<file path="src/mou_pkg.sv">
// Purpose: Shared types and constants for the memory operation unit.
// Assumes: One clock, synchronous active-low reset.
// Notes: Addresses are 12 bits, byte counts 8 bits.
`default_nettype none
package mou_pkg;
   localparam int ADDR_W = 12;
   localparam int CNT_W = 8;
   localparam logic [ADDR_W-1:0] ADDR_RST = 12'h000;
   localparam logic [CNT_W-1:0] CNT_RST = 8'h00;
   localparam logic [7:0] DATA_RST = 8'h00;
   localparam logic PRIO_LOW = 1'b0;
   localparam logic PRIO_HIGH = 1'b1;

   typedef enum logic [1:0] {
      OP_TXMOVE = 2'b00,
      OP_COPY = 2'b01,
      OP_XOR = 2'b10
   } op_e;

   typedef struct packed {
      op_e op;
      logic prio;
      logic [CNT_W-1:0] count;
      logic [ADDR_W-1:0] addr_a;
      logic [ADDR_W-1:0] addr_e;
   } instr_s;

   typedef struct packed {
      logic misuse;
      logic done_low;
      logic done_high;
      logic tx_overflow;
   } exc_s;

   typedef enum logic [2:0] {
      ST_IDLE = 3'b000,
      ST_READ_A = 3'b001,
      ST_READ_E = 3'b010,
      ST_WRITE = 3'b011,
      ST_DONE = 3'b100
   } st_e;
endpackage : mou_pkg
`default_nettype wire

</file>
<file path="src/mou_core.sv">
// Purpose: Memory operation unit: transmit-buffer move, block copy, block XOR.
// Assumes: Memory answers a read with data in the same cycle as the request.
// Notes: High priority is served before low when both wait; one runs at a time.
`timescale 1ns/1ns
`default_nettype none
module mou_core (
   // Clock and reset
   input wire logic clk_in,
   input wire logic rst_n_in,
   // Instruction issue
   input wire logic issue_in,
   input wire mou_pkg::instr_s instr_in,
   // Memory port
   output logic mem_rd_out,
   output logic mem_wr_out,
   output logic [mou_pkg::ADDR_W-1:0] mem_addr_out,
   output logic [7:0] mem_wdata_out,
   input wire logic [7:0] mem_rdata_in,
   // Transmit buffer port
   output logic transmit_buffer_wr_out,
   output logic [7:0] transmit_buffer_data_out,
   input wire logic transmit_buffer_full_in,
   // Exceptions and status
   output mou_pkg::exc_s exc_out,
   output logic [mou_pkg::CNT_W-1:0] remaining_out,
   output logic busy_low_out,
   output logic busy_high_out
);
   import mou_pkg::*;

   logic [1:0] busy;
   logic [1:0] accept;
   logic [1:0] finish;
   instr_s slot_instr [2];
   st_e st_q;
   logic cur_prio_q;
   instr_s cur;
   logic [CNT_W-1:0] left_q;
   logic [ADDR_W-1:0] ptr_a_q;
   logic [ADDR_W-1:0] ptr_e_q;
   logic [7:0] byte_a_q;
   logic misuse_d;
   logic ovf_q;

   // A busy level refuses the new instruction, which never reaches its slot.
   always_comb begin
      misuse_d = issue_in && busy[instr_in.prio];
      accept[PRIO_LOW] = issue_in && !busy[PRIO_LOW] && instr_in.prio == PRIO_LOW;
      accept[PRIO_HIGH] = issue_in && !busy[PRIO_HIGH] && instr_in.prio == PRIO_HIGH;
   end

   for (genvar i = 0; i < 2; i++) begin : g_slot
      mou_slot u_slot (
         .clk_in(clk_in),
         .rst_n_in(rst_n_in),
         .accept_in(accept[i]),
         .instr_in(instr_in),
         .finish_in(finish[i]),
         .busy_out(busy[i]),
         .instr_out(slot_instr[i])
      );
   end

   assign cur = slot_instr[cur_prio_q];
   assign finish[PRIO_LOW] = st_q == ST_DONE && cur_prio_q == PRIO_LOW;
   assign finish[PRIO_HIGH] = st_q == ST_DONE && cur_prio_q == PRIO_HIGH;

   // A slot accepted this cycle is only picked up next cycle, once registered.
   always_ff @(posedge clk_in) begin
      if (!rst_n_in) begin
         st_q <= ST_IDLE;
         cur_prio_q <= PRIO_LOW;
         left_q <= CNT_RST;
         ptr_a_q <= ADDR_RST;
         ptr_e_q <= ADDR_RST;
         ovf_q <= 1'b0;
      end else begin
         unique case (st_q)
            ST_IDLE: begin
               if (busy[PRIO_HIGH] || busy[PRIO_LOW]) begin
                  cur_prio_q <= busy[PRIO_HIGH] ? PRIO_HIGH : PRIO_LOW;
                  left_q <= busy[PRIO_HIGH] ? slot_instr[PRIO_HIGH].count
                                            : slot_instr[PRIO_LOW].count;
                  ptr_a_q <= busy[PRIO_HIGH] ? slot_instr[PRIO_HIGH].addr_a
                                             : slot_instr[PRIO_LOW].addr_a;
                  ptr_e_q <= busy[PRIO_HIGH] ? slot_instr[PRIO_HIGH].addr_e
                                             : slot_instr[PRIO_LOW].addr_e;
                  ovf_q <= 1'b0;
                  st_q <= ST_READ_A;
               end
            end
            ST_READ_A: begin
               if (left_q == CNT_RST) begin
                  st_q <= ST_DONE;
               end else if (cur.op == OP_TXMOVE && transmit_buffer_wr_out) begin
                  // The byte in flight is not yet in the fill level, so judging full now
                  // would let one byte too many into the buffer.
                  st_q <= ST_READ_A;
               end else if (cur.op == OP_TXMOVE && transmit_buffer_full_in) begin
                  ovf_q <= 1'b1;
                  st_q <= ST_DONE;
               end else begin
                  st_q <= cur.op == OP_XOR ? ST_READ_E : ST_WRITE;
               end
            end
            ST_READ_E: st_q <= ST_WRITE;
            ST_WRITE: begin
               left_q <= left_q - 8'h01;
               ptr_a_q <= ptr_a_q + 12'h001;
               ptr_e_q <= ptr_e_q + 12'h001;
               st_q <= ST_READ_A;
            end
            ST_DONE: st_q <= ST_IDLE;
            default: st_q <= ST_IDLE;
         endcase
      end
   end

   // Capture byte A the cycle after it was requested.
   always_ff @(posedge clk_in) begin
      if (!rst_n_in) begin
         byte_a_q <= DATA_RST;
      end else if (st_q == ST_READ_E || (st_q == ST_WRITE && cur.op != OP_XOR)) begin
         byte_a_q <= mem_rdata_in;
      end
   end

   // Memory and transmit-buffer strobes are registered from current-state intent.
   logic rd_d;
   logic wr_d;
   logic tx_d;
   logic [ADDR_W-1:0] addr_d;
   logic [7:0] wdata_d;
   logic go_a;
   assign go_a = st_q == ST_READ_A && left_q != CNT_RST
                 && !(cur.op == OP_TXMOVE && (transmit_buffer_full_in || transmit_buffer_wr_out));
   always_comb begin
      rd_d = 1'b0;
      wr_d = 1'b0;
      tx_d = 1'b0;
      addr_d = ptr_a_q;
      wdata_d = DATA_RST;
      if (go_a) begin
         rd_d = 1'b1;
      end else if (st_q == ST_READ_E) begin
         rd_d = 1'b1;
         addr_d = ptr_e_q;
      end else if (st_q == ST_WRITE) begin
         if (cur.op == OP_TXMOVE) begin
            tx_d = 1'b1;
         end else begin
            wr_d = 1'b1;
            addr_d = ptr_e_q;
            wdata_d = cur.op == OP_XOR ? (byte_a_q ^ mem_rdata_in) : mem_rdata_in;
         end
      end
   end

   // Strobes lag intent by one cycle, so byte A for transmit-buffer move is read here directly.
   always_ff @(posedge clk_in) begin
      if (!rst_n_in) begin
         mem_rd_out <= 1'b0;
         mem_wr_out <= 1'b0;
         mem_addr_out <= ADDR_RST;
         mem_wdata_out <= DATA_RST;
         transmit_buffer_wr_out <= 1'b0;
         transmit_buffer_data_out <= DATA_RST;
      end else begin
         mem_rd_out <= rd_d;
         mem_wr_out <= wr_d;
         mem_addr_out <= addr_d;
         mem_wdata_out <= wdata_d;
         transmit_buffer_wr_out <= tx_d;
         transmit_buffer_data_out <= mem_rdata_in;
      end
   end

   always_ff @(posedge clk_in) begin
      if (!rst_n_in) begin
         exc_out <= '0;
         remaining_out <= CNT_RST;
         busy_low_out <= 1'b0;
         busy_high_out <= 1'b0;
      end else begin
         exc_out.misuse <= misuse_d;
         exc_out.done_low <= finish[PRIO_LOW];
         exc_out.done_high <= finish[PRIO_HIGH];
         exc_out.tx_overflow <= st_q == ST_DONE && ovf_q;
         if (st_q == ST_DONE && ovf_q) begin
            remaining_out <= left_q;
         end
         busy_low_out <= busy[PRIO_LOW];
         busy_high_out <= busy[PRIO_HIGH];
      end
   end

   property p_misuse;
      @(posedge clk_in) disable iff (!rst_n_in)
      issue_in && busy[instr_in.prio] |=> exc_out.misuse;
   endproperty
   a_misuse: assert property (p_misuse) else $error("misuse not raised");

   property p_done;
      @(posedge clk_in) disable iff (!rst_n_in)
      st_q == ST_DONE |=> (exc_out.done_low ^ exc_out.done_high);
   endproperty
   a_done: assert property (p_done) else $error("done not raised");

   property p_ovf_done;
      @(posedge clk_in) disable iff (!rst_n_in)
      exc_out.tx_overflow |-> (exc_out.done_low || exc_out.done_high);
   endproperty
   a_ovf_done: assert property (p_ovf_done) else $error("overflow without done");

   property p_ovf_rem;
      @(posedge clk_in) disable iff (!rst_n_in)
      st_q == ST_DONE && ovf_q |=> remaining_out == $past(left_q);
   endproperty
   a_ovf_rem: assert property (p_ovf_rem) else $error("remaining count wrong");

   property p_tx_space;
      @(posedge clk_in) disable iff (!rst_n_in)
      transmit_buffer_wr_out |-> !transmit_buffer_full_in;
   endproperty
   a_tx_space: assert property (p_tx_space) else $error("byte sent into full buffer");

   property p_accept_busy;
      @(posedge clk_in) disable iff (!rst_n_in)
      issue_in && !busy[instr_in.prio] |=> busy[$past(instr_in.prio)] && !exc_out.misuse;
   endproperty
   a_accept_busy: assert property (p_accept_busy) else $error("accept failed");

   property p_copy_data;
      @(posedge clk_in) disable iff (!rst_n_in)
      st_q == ST_WRITE && cur.op == OP_COPY |=> mem_wr_out && mem_wdata_out == $past(mem_rdata_in);
   endproperty
   a_copy_data: assert property (p_copy_data) else $error("copy data wrong");

   property p_xor_data;
      @(posedge clk_in) disable iff (!rst_n_in)
      st_q == ST_WRITE && cur.op == OP_XOR
      |=> mem_wr_out && mem_wdata_out == ($past(byte_a_q) ^ $past(mem_rdata_in));
   endproperty
   a_xor_data: assert property (p_xor_data) else $error("xor data wrong");

   property p_xor_dest;
      @(posedge clk_in) disable iff (!rst_n_in)
      st_q == ST_WRITE && cur.op != OP_TXMOVE |=> mem_addr_out == $past(ptr_e_q);
   endproperty
   a_xor_dest: assert property (p_xor_dest) else $error("write address wrong");

   property p_prio;
      @(posedge clk_in) disable iff (!rst_n_in)
      st_q == ST_IDLE && busy[PRIO_HIGH] |=> cur_prio_q == PRIO_HIGH;
   endproperty
   a_prio: assert property (p_prio) else $error("priority order wrong");
endmodule : mou_core
`default_nettype wire

</file>
<file path="src/mou_slot.sv">
// Purpose: Holds one priority level's instruction and its busy state.
// Assumes: Accept and finish are one-cycle pulses from the same clock.
// Notes: A finish and a new accept in one cycle leave the slot busy.
`timescale 1ns/1ns
`default_nettype none
module mou_slot (
   // Clock and reset
   input wire logic clk_in,
   input wire logic rst_n_in,
   // Control
   input wire logic accept_in,
   input wire mou_pkg::instr_s instr_in,
   input wire logic finish_in,
   // State
   output logic busy_out,
   output mou_pkg::instr_s instr_out
);
   import mou_pkg::*;

   always_ff @(posedge clk_in) begin
      if (!rst_n_in) begin
         busy_out <= 1'b0;
      end else if (accept_in) begin
         busy_out <= 1'b1;
      end else if (finish_in) begin
         busy_out <= 1'b0;
      end
   end

   always_ff @(posedge clk_in) begin
      if (!rst_n_in) begin
         instr_out <= '0;
      end else if (accept_in) begin
         instr_out <= instr_in;
      end
   end
endmodule : mou_slot
`default_nettype wire

</file>
<file path="config.mk">
export PLATFORM = sky130hd
export DESIGN_NAME = mou_core
export DESIGN_NICKNAME = d
export VERILOG_FILES = /design/src/mou_pkg.sv /design/src/mou_core.sv /design/src/mou_slot.sv
export SDC_FILE = /design/constraint.sdc
export NUM_CORES = 1
export LEC_CHECK = 0
export ABC_AREA = 1
export BUFFER_PORTS_ARGS = -buffer_cell sky130_fd_sc_hd__buf_2
export CAP_MARGIN = 15
export CORE_MARGIN = 4
export CORE_UTILIZATION = 45
export CTS_CLUSTER_SIZE = 30
export DETAILED_ROUTE_END_ITERATION = 10
export MAX_ROUTING_LAYER = met4
export PLACE_DENSITY_LB_ADDON = 0.25
export SLEW_MARGIN = 0
export SYNTH_ARGS = -nofsm -noshare
export SYNTH_HDL_FRONTEND = slang
export SYNTH_HIERARCHICAL = 1
export SYNTH_SLANG_ARGS = --single-unit
export TNS_END_PERCENT = 100
</file>
<file path="constraint.sdc">
create_clock -name clk_in -period 2 [get_ports clk_in]
set_input_delay 0.3 -clock clk_in [delete_from_list [all_inputs] [get_ports clk_in]]
set_output_delay 0.3 -clock clk_in [all_outputs]
set_load 0.05 [all_outputs]
</file>
# After elaboration in Yosys (flattened, before gate mapping)
# Index checks and enable logic that the tools add are counted.
# word_totals
register_bits	162
latchBits	0
ram_bits	0
mem_bits_ro	0
inputBits	47
out_inout_bits	45
word_cells	125
mem_count	0
# op_classes
addsub	3
mul	0
div_mod_pow	0
n_lt_le_gt_ge	2
eq_ne	10
shifts	0
mux	39
n_bitwise	6
n_reduce_logical	33
# op_table
operator	count
2-to-1 mux 35 bit	3
2-to-1 mux 12 bit	8
one-hot mux 12 bit (2 select lines)	2
adder 12 x 1 -> 12 bit, second input constant	2
2-to-1 mux 8 bit	3
2-to-1 mux 1 bit	16
one-hot mux 8 bit (2 select lines)	1
logical AND 1 bit	14
2-to-1 mux 3 bit	4
one-hot mux 3 bit (4 select lines)	1
!= test 2 bit, second input constant	5
zero test 8 bit	1
nonzero test 2 bit	4
nonzero test 8 bit	1
subtractor 8 x 1 -> 8 bit, second input constant	1
XOR 8 bit	1
== test 3 x 2 -> 1 bit, second input constant	2
AND reduction 5 bit	1
OR reduction 5 bit	1
inverter 1 bit	4
AND reduction 2 bit	2
OR reduction 4 bit	1
== test 3 x 1 -> 1 bit, second input constant	1
== test 3 bit, second input constant	1
9 further kinds	13

# Longest topological paths before layout
# depth
depth_word	10
depth_mapped	10
mapped_depth_nobuf	9

# By module
# The synthesis kept the hierarchy.
# by_module_without_submodules
mod	n_inst	cells_per_inst	area_per_inst_um2	seq_area_each_um2
mou_core	1	691	4589.4	1801.7
mou_slot	2	156	1292.5	720.7

# Least setup slack after synthesis
# Ideal clock, no wire load.
# synth_path
kind	register to register
startpoint	register g_slot[1].u_slot.busy_out
endpoint	register g_slot[1].u_slot/instr_out[0] in the netlist's numbering
setup_ns	0.113
arrival_time_ns	1.272
t_required_ns	1.887
path_slack_ns	0.614
stages_incl_launch_ff	8
path_buffers	4
period_less_slack_ns	1.386
cell_sequence	dfxtp_1 -> buf_2 -> clkbuf_1 -> nor2_1 -> buf_6 -> buf_4 -> o21ai_1 -> nor2_1
# synth_via
elab_chain_len	3
# synth_lines
item	line_no	source
from (decl)	mou_slot.sv:15	output logic busy_out,
from (signal assigned)	mou_slot.sv:22	busy_out <= 1'b0;
from (signal assigned)	mou_slot.sv:24	busy_out <= 1'b1;
from (signal assigned)	mou_slot.sv:26	busy_out <= 1'b0;
zero test 1 bit	mou_core.sv:49	accept[PRIO_HIGH] = issue_in && !busy[PRIO_HIGH] && instr_in.prio == PRIO_HIGH;
logical AND 1 bit (2 in series)	mou_core.sv:49	
net accept[1]	mou_core.sv:32	logic [1:0] accept;
to (signal assigned)	mou_slot.sv:34	instr_out <= instr_in;
to (decl)	mou_slot.sv:16	output mou_pkg::instr_s instr_out
# The timed path passes the listed nets, and every way through them passes these cells.
# A chain may end at the register's enable or synchronous reset.

# Final worst setup path
# layout_path
startpoint	register st_q[0]
endpoint	register ptr_e_q[8]
# layout_via
elab_chain_len	3
word_cells_on_any_way	6
cone_classes	eq/ne (2); mux (1); reduce/logical (3)
# layout_lines
item	line_no	source
from (decl)	mou_core.sv:35	st_e st_q;
from (signal assigned)	mou_core.sv:103	st_q <= cur.op == OP_XOR ? ST_READ_E : ST_WRITE;
== test 3 x 2 -> 1 bit or zero test 3 bit (tied branches)	mou_core.sv:78	unique case (st_q)
nonzero test 2 bit (no source line) or != test 2 bit (tied branches)	-	
AND reduction 2 bit (no source line)	-	
to (signal assigned)	mou_core.sv:86	ptr_e_q <= busy[PRIO_HIGH] ? slot_instr[PRIO_HIGH].addr_e
to (signal assigned)	mou_core.sv:110	ptr_e_q <= ptr_e_q + 12'h001;
to (decl)	mou_core.sv:40	logic [ADDR_W-1:0] ptr_e_q;
# Parallel ways exist; a longest one is shown, timed or not.

==> metrics.txt <==
outcome=complete, no violations; Overall Global Routing Usage=0.213; Leak Pwr=3.91 nW; initial antenna violation count=0; Post-DRT Antenna Nets=0; Max VDD drop=0.626 mV; pwr/cell area=1100 mW/mm2; DRC=0; Hold/Removal Path Class=in -> reg; Fmax achieved=a little under 600 MHz; period utilisation layout=0.840; Area Overhead vs Synth=17.0%; number of instances in the placed design=around 1,300; n_diodes=0; total power=9.18 mW; CTS Sinks=160; CTS tree=done; Fin Clk Skew=0.00734 ns; core footprint=0.0153 mm2; Worst Tran Pin Value=0.542 ns; number of DRC markers after the initial detailed-route iteration=509; startpoint types=register; Die X=between 100 and 150 um; area of the multi-input gates=0.00326 mm2; clock transition at the registers of the reported paths=about 0.060 ns; Critical Path RT=2.32 ns; Reg area=~0.0032 mm2; max layer used=met4; Nets=between 1,000 and 1,500; Mapped Cells=995; post-DR vias/cell=5.07; Post-Layout Cell Count=1,295; met1 WL=8670 um; grt ovf=0; IO buf count=91; pin count of the biggest net entering global routing=45; Post-CTS Hold Fix Bufs=0; total negative slack=0 ns; average routed wire per standard cell=14.0 um; vias in the first global route=6,053; # fillers=about 1,600; RSZ-0062 raised after global routing=false; Ports=just over 90; H-tree levels=4; Die Span Y=about 130 um; Initial Util=0.464; critical path arrival=approximately 2 ns; Critical Path End Type=register; clock latency on the worst-skew pair=approximately 0.43 ns; metal3 WL=1410 um; crit-path max FO=18; Final Setup Violations=0; metal2 WL=7830 um; Synth Warn #=6; DRT Wirelength=18,100 um; Cell Area, Synth=0.00711 mm2; global-route wire length before repair=30,200 um; min cycle time layout=1.68 ns; Die ar.=0.0179 mm2; clock root buffer master=clkbuf_16; Clock Tree Buf Depth=2; Resized Gates After CTS=0; Vias=6,567; Synth Net Count=between 1,000 and 1,500; CTS buffer count=17; row cnt=45; relative slew slack=0.639; Max Slew Vio Count=0; critical path class=reg -> reg; final hold violations=0; drt first pass iters=5; total setup buffers inserted after CTS=0; share of cells above drive strength 1=0.160; Avg Cell Area, Syn=~7.1 um2; post-DP HPWL=between 10,000 and 15,000 um; Routability Congestion=~0.87; Max-cap violations=0; Worst Hold Slack=0.106 ns
-- layout by cell type, fill, tap and decap left out, types with 2 or more instances in the layout --
cell / count
xor2_1: 11
nor2_4: 2
nor3_1: 11
clkbuf_1: 2
o21ai_1: 57
o211ai_1: 4
o21ai_2: 7
nand2_2: 5
ha_1: 4
dfxtp_1: 160
clkinv_4: 2
a21oi_2: 2
inv_2: 4
or2_2: 3
buf_12: 4
inv_1: 69
nand3_1: 65
clkbuf_16: 17
nand2_1: 170
buf_2: 90
a21oi_1: 58
nand3b_1: 4
nor2_1: 234
inv_6: 5
bufinv_16: 5
nand4_1: 6
buf_4: 14
o21ai_0: 49
clkinv_2: 3
nor3_2: 3
-- worst max-delay path, cell delays in order (launching register included) --
cell	delay [ns]
dfxtp_1	0.47
inv_2	0.13
nor2_8	0.29
buf_4	0.29
nand3_1	0.13
o21ai_0	0.20
nor2_1	0.05
-- metal layers --
metal / track usage / vias to the layer above
met1: 0.294 / 2982
met5: - / -
met2: 0.315 / 219
met3: 0.0514 / 20
met4: 0.0543 / 0
li1: - / 3346
-- registers in the layout (all words and copies together) (netlist names), 2 cells and up --
register	count
remaining_out	8
mem_wdata_out	8
left_q	8
ptr_e_q	12
transmit_buffer_data_out	8
g_slot.u_slot/instr_out	68
byte_a_q	8
exc_out	4
g_slot.u_slot/busy_out	2
ptr_a_q	12
st_q	3
mem_addr_out	12
-- cell type report --
type                            count  area share
Timing Repair Buffer              108      0.0764
Clock buffer                       20      0.0537
Multi-Input combinational cell    707       0.392
Clock inverter                     12      0.0245
Sequential cell                   160       0.385
Tap cell                          211      0.0317
Inverter                           77      0.0364
-- worst paths after layout --
check / startpoint / end / slack [ns] / cells after the start
max: st_q[0]$_SDFFE_PN0P_ / ptr_e_q[8]$_SDFFE_PN0P_ / 0.32 / 6
min: instr_in[1] / g_slot[1].u_slot/instr_out[1]$_SDFFE_PN0P_ / 0.11 / 3
max reg2reg: st_q[0]$_SDFFE_PN0P_ / ptr_e_q[8]$_SDFFE_PN0P_ / 0.32 / 6
min reg2reg: remaining_out[7]$_SDFFE_PN0P_ / remaining_out[7]$_SDFFE_PN0P_ / 0.44 / 2
-- power breakdown --
part | switching [mW] | total (mW) | internal, mW
logic | 1.25 | 1.83 | 0.573
clock network | 1.32 | 3.58 | 2.26
registers | 0.256 | 3.77 | 3.51
-- per-stage QoR --
step	utilization	setup WS [ns]	area, um2
2_1_floorplan	-	0.614	7110
3_3_place_gp	0.501	0.424	7670
5_1_grt	0.543	0.167	8320
4_1_cts	0.543	0.320	8320
3_5_place_dp	0.501	0.406	7670
6_report	0.543	0.320	8320
Note: power is estimated with default switching activity, not from simulation.
